--- config.mk ---
export PLATFORM = sky130hd
export DESIGN_NAME = awf_exec
export DESIGN_NICKNAME = d
export VERILOG_FILES = /design/src/rtl/awf_pkg.sv /design/src/rtl/awf_addr_if.sv /design/src/rtl/awf_addr_unit.sv /design/src/rtl/awf_exec.sv
export SDC_FILE = /design/constraint.sdc
export NUM_CORES = 1
export LEC_CHECK = 0
export BUFFER_PORTS_ARGS = -buffer_cell sky130_fd_sc_hd__buf_4
export CAP_MARGIN = 20
export CELL_PAD_IN_SITES_DETAIL_PLACEMENT = 1
export CELL_PAD_IN_SITES_GLOBAL_PLACEMENT = 1
export CORE_MARGIN = 2
export CORE_UTILIZATION = 36
export DETAILED_ROUTE_END_ITERATION = 12
export PLACE_DENSITY_LB_ADDON = 0.1
export SLEW_MARGIN = 20
export SYNTH_ARGS = -nofsm -noshare
export SYNTH_HDL_FRONTEND = slang
export SYNTH_SLANG_ARGS = --single-unit
export TNS_END_PERCENT = 30
--- constraint.sdc ---
create_clock -name mclk_in -period 1.65 [get_ports mclk_in]
set_clock_uncertainty 0.1 [all_clocks]
set_input_delay 0.165 -clock mclk_in [delete_from_list [all_inputs] [get_ports mclk_in]]
set_output_delay 0.165 -clock mclk_in [all_outputs]
set_load 0.02 [all_outputs]
--- src/rtl/awf_pkg.sv ---
// Constants for the AND-accumulator-with-file execution block.
// Assumes a single core clock and a data memory with one-cycle reads.
package awf_pkg;
  // ==========================================================
  // Instruction encoding
  localparam logic [5:0] AWF_OPCODE = 6'h05;
  localparam int AWF_OP_HI = 15;
  localparam int AWF_OP_LO = 10;
  localparam int AWF_D_POS = 9;
  localparam int AWF_A_POS = 8;
  // ==========================================================
  // Addressing
  localparam logic [7:0] AWF_IDX_LIMIT = 8'h5F;
  localparam logic [7:0] AWF_ACC_SPLIT = 8'h60;
  localparam logic [3:0] AWF_ACC_HI_BANK = 4'hF;
  localparam logic [3:0] AWF_ACC_LO_BANK = 4'h0;
  // ==========================================================
  // Reset values
  localparam logic [7:0] AWF_W_RST = 8'h00;
  localparam logic [11:0] AWF_ADDR_RST = 12'h000;
  // Status flag positions in the two-bit flag output
  localparam int AWF_FLAG_Z = 0;
  localparam int AWF_FLAG_N = 1;

  typedef enum logic [1:0] {AWF_DECODE, AWF_READ, AWF_WRITE} awf_phase_e;

  // Address formation, shared by the address unit
  function automatic logic [11:0] awf_addr(input logic a_bit, input logic ext_en,
                                           input logic [7:0] f, input logic [3:0] bank,
                                           input logic [11:0] idx_base);
    if (a_bit) begin
      awf_addr = {bank, f};
    end else if (ext_en && (f <= AWF_IDX_LIMIT)) begin
      awf_addr = idx_base + {4'h0, f};
    end else if (f < AWF_ACC_SPLIT) begin
      awf_addr = {AWF_ACC_LO_BANK, f};
    end else begin
      awf_addr = {AWF_ACC_HI_BANK, f};
    end
  endfunction
endpackage

--- src/rtl/awf_addr_if.sv ---
// Address request and answer between the executor and its address unit.
// Assumes both ends run on the core clock.
`timescale 1ns/10ps
interface awf_addr_if;
  logic a_bit;
  logic ext_en;
  logic [7:0] f;
  logic [3:0] bank;
  logic [11:0] idx_base;
  logic [11:0] addr;
  modport req (output a_bit, output ext_en, output f, output bank, output idx_base,
               input addr);
  modport unit (input a_bit, input ext_en, input f, input bank, input idx_base,
                output addr);
endinterface

--- src/rtl/awf_addr_unit.sv ---
// Data address former for byte-oriented operands.
// Assumes the executor holds its request stable while it reads the answer.
`timescale 1ns/10ps
module awf_addr_unit
  import awf_pkg::*;
(
  awf_addr_if.unit port_if
);
  // ==========================================================
  // Combinational address formation
  always_comb begin
    port_if.addr = awf_addr(port_if.a_bit, port_if.ext_en, port_if.f, port_if.bank,
                            port_if.idx_base);
  end
endmodule // awf_addr_unit

--- src/rtl/awf_exec.sv ---
// Execution stage for the AND-accumulator-with-file instruction.
// Assumes a data memory that answers a read in the next clock.
`timescale 1ns/10ps
module awf_exec
  import awf_pkg::*;
(
  input wire logic mclk_in,
  input wire logic rst_in,
  input wire logic instr_valid_in,
  input wire logic [15:0] instr_in,
  input wire logic ext_en_in,
  input wire logic [3:0] bank_number_register_in,
  input wire logic [11:0] index_base_in,
  input wire logic [7:0] mem_rdata_in,
  output logic [11:0] mem_addr_out,
  output logic mem_rd_out,
  output logic mem_wr_out,
  output logic [7:0] mem_wdata_out,
  output logic [7:0] w_out,
  output logic [1:0] flags_out,
  output logic flags_wr_out,
  output logic busy_out,
  output logic done_out
);
  // ==========================================================
  // Address unit
  // Operand fields travel to the address former as one bundle,
  // so the access-bank, banked and indexed forms live in one place.
  awf_addr_if addr_if ();

  awf_addr_unit u_addr (
    .port_if(addr_if)
  );

  // ==========================================================
  // Declarations
  // Sequencer state
  awf_phase_e phase_q;
  awf_phase_e phase_d;
  logic busy_q;
  logic busy_d;
  logic rd_q;
  logic rd_d;
  logic done_q;
  logic done_d;

  // Instruction fields kept from the take edge
  logic dest_q;
  logic dest_d;
  logic [11:0] addr_q;
  logic [11:0] addr_d;

  // Data path state
  logic [7:0] w_q;
  logic [7:0] w_d;
  logic [7:0] wdata_q;
  logic [7:0] wdata_d;
  logic wr_q;
  logic wr_d;

  // Status flags and their update strobe
  logic [1:0] flags_q;
  logic [1:0] flags_d;
  logic fwr_q;
  logic fwr_d;

  // Combinational helpers
  logic [7:0] result;
  logic is_and_file;
  logic take;
  logic in_read;

  // ==========================================================
  // Decode
  // Only the opcode field is matched; the operand bits are free.
  assign is_and_file = instr_valid_in && (instr_in[AWF_OP_HI:AWF_OP_LO] == AWF_OPCODE);
  // Requests seen while busy are dropped, never queued
  assign take = is_and_file && (phase_q == AWF_DECODE);
  assign in_read = (phase_q == AWF_READ);

  // Operand fields for the address former
  assign addr_if.a_bit = instr_in[AWF_A_POS];
  assign addr_if.ext_en = ext_en_in;
  assign addr_if.f = instr_in[7:0];
  assign addr_if.bank = bank_number_register_in;
  assign addr_if.idx_base = index_base_in;

  // The memory answers in the read phase; the AND is purely combinational
  assign result = w_q & mem_rdata_in;

  // ==========================================================
  // Sequencer
  // Decode, read, write: three phases inside one instruction slot.
  // A new instruction is only looked at in the decode phase.
  always_comb begin
    phase_d = phase_q;
    rd_d = 1'b0;
    done_d = 1'b0;
    case (phase_q)
      AWF_DECODE: begin
        if (take) begin
          rd_d = 1'b1;
          phase_d = AWF_READ;
        end
      end
      AWF_READ: begin
        // Result is routed at the end of this phase
        phase_d = AWF_WRITE;
        done_d = 1'b1;
      end
      AWF_WRITE: begin
        // Write lands here; back to decode for the next instruction
        phase_d = AWF_DECODE;
      end
      default: begin
        phase_d = AWF_DECODE;
      end
    endcase
    // Busy is registered so the output comes from a flop
    busy_d = (phase_d != AWF_DECODE);
  end

  // Sequencer registers
  always_ff @(posedge mclk_in or posedge rst_in) begin
    if (rst_in) begin
      phase_q <= AWF_DECODE;
      busy_q <= 1'b0;
      rd_q <= 1'b0;
      done_q <= 1'b0;
    end else begin
      phase_q <= phase_d;
      busy_q <= busy_d;
      rd_q <= rd_d;
      done_q <= done_d;
    end
  end

  // ==========================================================
  // Instruction fields
  // The address is frozen at take, so the caller may change the
  // operand bits while the instruction runs.
  always_comb begin
    dest_d = dest_q;
    addr_d = addr_q;
    if (take) begin
      dest_d = instr_in[AWF_D_POS];
      addr_d = addr_if.addr;
    end
  end

  // Field registers
  always_ff @(posedge mclk_in or posedge rst_in) begin
    if (rst_in) begin
      dest_q <= 1'b1;
      addr_q <= AWF_ADDR_RST;
    end else begin
      dest_q <= dest_d;
      addr_q <= addr_d;
    end
  end

  // ==========================================================
  // Data path
  // Exactly one destination is written: the accumulator or memory.
  always_comb begin
    w_d = w_q;
    wdata_d = wdata_q;
    wr_d = 1'b0;
    if (in_read) begin
      if (dest_q) begin
        wr_d = 1'b1;
        wdata_d = result;
      end else begin
        w_d = result;
      end
    end
  end

  // Data path registers
  always_ff @(posedge mclk_in or posedge rst_in) begin
    if (rst_in) begin
      w_q <= AWF_W_RST;
      wdata_q <= AWF_W_RST;
      wr_q <= 1'b0;
    end else begin
      w_q <= w_d;
      wdata_q <= wdata_d;
      wr_q <= wr_d;
    end
  end

  // ==========================================================
  // Status flags
  // Only negative and zero move; the rest of status is left alone
  // by the core, which watches the strobe to merge them.
  always_comb begin
    flags_d = flags_q;
    fwr_d = 1'b0;
    if (in_read) begin
      flags_d[AWF_FLAG_Z] = (result == 8'h00);
      flags_d[AWF_FLAG_N] = result[7];
      fwr_d = 1'b1;
    end
  end

  // Flag registers
  always_ff @(posedge mclk_in or posedge rst_in) begin
    if (rst_in) begin
      flags_q <= 2'h0;
      fwr_q <= 1'b0;
    end else begin
      flags_q <= flags_d;
      fwr_q <= fwr_d;
    end
  end

  // ==========================================================
  // Outputs
  // Every output is a flop, so callers see no decode glitches.
  assign mem_addr_out = addr_q;
  assign mem_rd_out = rd_q;
  assign mem_wr_out = wr_q;
  assign mem_wdata_out = wdata_q;
  assign w_out = w_q;
  assign flags_out = flags_q;
  assign flags_wr_out = fwr_q;
  assign done_out = done_q;
  assign busy_out = busy_q;
endmodule // awf_exec

==> impl_results.md <==
- CP endpoint kind: flip-flop
- RSZ-0062 raised after global routing: true
- Hold Crit Class: primary input to flip-flop
- CORE AREA: 0.00551 mm2
- FF-to-FF End: mem_addr_out[6]$_DFFE_PP0P_
- Top Family by Delay on Critical Path: simple AND/OR/NAND/NOR gates
- Aggregate global routing overflow: 0
- Sum Neg Setup Slack: 0 ns
- CP max FO: 5
- Input/output buffers: 78
- CP cell instances: nor2_2, nand3_2, buf_4, or4_1, nand3_1
- IO Count: 79
- Worst stage delay on the critical path: 0.49 ns
- Global-route wire length before repair: 10.0 mm
- Fraction of layout instances using a drive strength above 1: 42.7%
- Row cnt: 27
- Max-cap violations: 0
- CTS root buf: clkbuf_8
- Via/cell ratio: 5.07
- Yosys reg bits: 36
- CTS tree: done
- Die area: 0.00634 mm2
- FILL cells: 675
- Final WL: 5.99 mm
- Warnings, synthesis: 0
- Max Clk Rate: 620 MHz
- Launch point of the worst hold path: mem_rdata_in[5]
- Hold_ws: 0.00983 ns
- Clock Sinks: 36
- Post-Syn Area: 0.00206 mm2
- Die width: 79.6 um
- Min Tclk post-route: 1.61 ns
- Syn Nets: 278
- Startpoint types: flip-flop
- Fin. max-slew vios: 0
- Hold endpoint: w_out[5]$_DFFE_PP0P_
- Number of global-route vias before repair: 2200
- Worst hold stages: 2
- Final period util: 97.8%
- Crit path buffers/inverters: 1
- Remaining DRCs: 0
- Number of synthesized flops with an enable pin: 0
- Layout area overhead: 52.3%
- Iter 0 DRT Violations: 31
- Slew of the pin with the lowest slew margin: 0.449 ns
- CTS Buffer Depth: 2
- Detailed Routing Iterations Pass 1: 4
- Synth unique cells: 52
- Insertion delay to the later sink of the worst-skew pair: 0.28 ns
- Critical path required time: 1.77 ns
- CP Data Arrival Time: 1.73 ns
- N_diodes: 0
- Htree depth: 2
- Via count: 2101
- Primary FF master, synth: dfrtp_1
- Power Density: 735 mW/mm2
- Reg2Reg Launch Point: flags_wr_out$_DFF_PP0_
- Total track usage: 20.0%
- Routed WL per cell: 14.5 um
- DP HPWL: 4.84 mm
- Crit path kind: flip-flop to flip-flop
- Clock transition at path regs: 0.07 ns
- Sequential share of the synthesized area: 43.8%
- Routed Antenna Nets: 0
- FFs w/ async S/R, synth: 100%
- Slew HR: 70.1%
- Initial cell density of the core: 37.4%
- Leak: 1.57 nW
- Die H: 79.6 um
- Placer Congestion: 0.923
- Max stage delay cell, worst path: or4_1
- Initial antenna violation count: 0
- Cells after Synth: 225
- R2R setup slack: 0.04 ns
- NumNets Final: 394
- Status: completed
- Largest net degree at the start of global routing: 37
- Final Hold Violating Endpoints: 0
- Syn Area/Cell: 9.15 um2
- Final setup viols: 0
- Total CTS buffers: 5
- Max VDD drop: 0.000352 V
- R2r worst-path depth: 5
[power by group]
group	leakage, nW	internal (W)	switching (W)
sequential	0.442	0.000955	0.0000403
clock	0.0510	0.000333	0.000303
combinational	1.08	0.000331	0.000342
[worst max path at each step]
stage	end	slack (ns)	cells past startpoint	start
floorplan	mem_addr_out[10]$_DFFE_PP0P_	-0.09	8	instr_in[0]
global placement	mem_addr_out[10]$_DFFE_PP0P_	-0.31	9	instr_in[0]
detailed placement	mem_addr_out[10]$_DFFE_PP0P_	-0.32	9	instr_in[0]
CTS	mem_addr_out[7]$_DFFE_PP0P_	0.02	8	instr_in[1]
global route	mem_addr_out[6]$_DFFE_PP0P_	-0.02	5	flags_wr_out$_DFF_PP0_
finish	mem_addr_out[6]$_DFFE_PP0P_	0.04	5	flags_wr_out$_DFF_PP0_
[flip-flops by register name, summed over array words and instances, names as in the netlist]
| register | flops |
|---|---|
| mem_addr_out | 12 |
| mem_wdata_out | 8 |
| w_out | 8 |
| flags_out | 2 |
| busy_out | 1 |
| dest_q | 1 |
| flags_wr_out | 1 |
| mem_rd_out | 1 |
| mem_wr_out | 1 |
| phase_q | 1 |
[Yosys cell counts, types with 2 or more instances]
library cell  instances  area (um2)
a211oi_2              2        25.0
clkbuf_1              4        15.0
o2111ai_1             2        17.5
mux2i_1               2        20.0
o21bai_1              2        15.0
a21oi_1              18        90.1
nand2_1              32         120
nor4_1                2        12.5
ha_1                  8         100
nor2_1               16        60.1
o21ai_0              16        80.1
nor3_1                8        40.0
dfrtp_1              35         876
buf_4                 2        15.0
nand2b_1              3        18.8
a211oi_1              2        15.0
nor2b_1               6        37.5
nand3_1               8        40.0
o31ai_1               2        15.0
o21a_1               10        75.1
nand4_1               5        31.3
a21boi_0              2        15.0
inv_1                 9        33.8
[metal layers]
| layer | track usage [%] | wire [um] | up-vias |
|---|---|---|---|
| met2 | 35.5 | 3180 | 47 |
| met5 | 0 | 0 | - |
| met1 | 24.8 | 2510 | 1010 |
| met3 | 2.49 | 207 | 6 |
| met4 | 7.24 | 91 | 0 |
| li1 | - | - | 1038 |
[cell type report]
class	count	area, um2	area share, %
clock inverters	2	10.0	0.319
clock buffers	6	82.6	2.63
well taps	72	90.1	2.87
flip-flops and latches	36	902	28.8
inverters	10	37.5	1.20
repair buffers	117	883	28.2
multi-input cells	171	1130	36.0
[logic make-up (layout without fill, tap and decap cells)]
kind of cell    Yosys count  count (layout)  share of synthesized area, %
xor+xnor                  2               2                         0.851
simple gates             92              92                          22.4
flops                    36              36                          43.8
buf+inv                  18             135                          4.07
compound gates           66              66                          22.1
mux                       2               2                         0.973
fa+ha+maj                 9               9                          5.84
[layout by cell type (no fill, tap or decap), types with 5 or more instances in the layout]
master    netlist  final
a21oi_1        18     17
buf_4           2    115
clkbuf_8        0      6
dfrtp_1        35     35
ha_1            8      6
inv_1           9      8
nand2_1        32     31
nand3_1         8      8
nand4_1         5      5
nor2_1         16     14
nor2b_1         6      6
nor3_1          8      8
o21a_1         10     10
o21ai_0        16     16
[timing repair]
action / 4_1_cts / 5_1_grt
endpoints found under the setup margin: 2 / 12
endpoints found under the hold margin: 36 / 0
setup buffers: 0 / 1
hold buffers: 2 / 0
pin swaps: 1 / 2
resized for setup: 2 / 6
[through the flow]
stage / total power [W] / util [%] / instances / setup WS, ns / area [um2]
after floorplan: 0.00133 / - / 225 / -0.0941 / 2080
after global routing: 0.00244 / 56.9 / 414 / -0.0240 / 3130
after global placement: 0.00166 / 54.1 / 403 / -0.313 / 2980
final: 0.00230 / 56.9 / 414 / 0.0361 / 3130
after CTS: 0.00233 / 56.4 / 413 / 0.0185 / 3110
after detailed placement: 0.00168 / 54.1 / 403 / -0.320 / 2980
(Power assumes the default switching activity.)
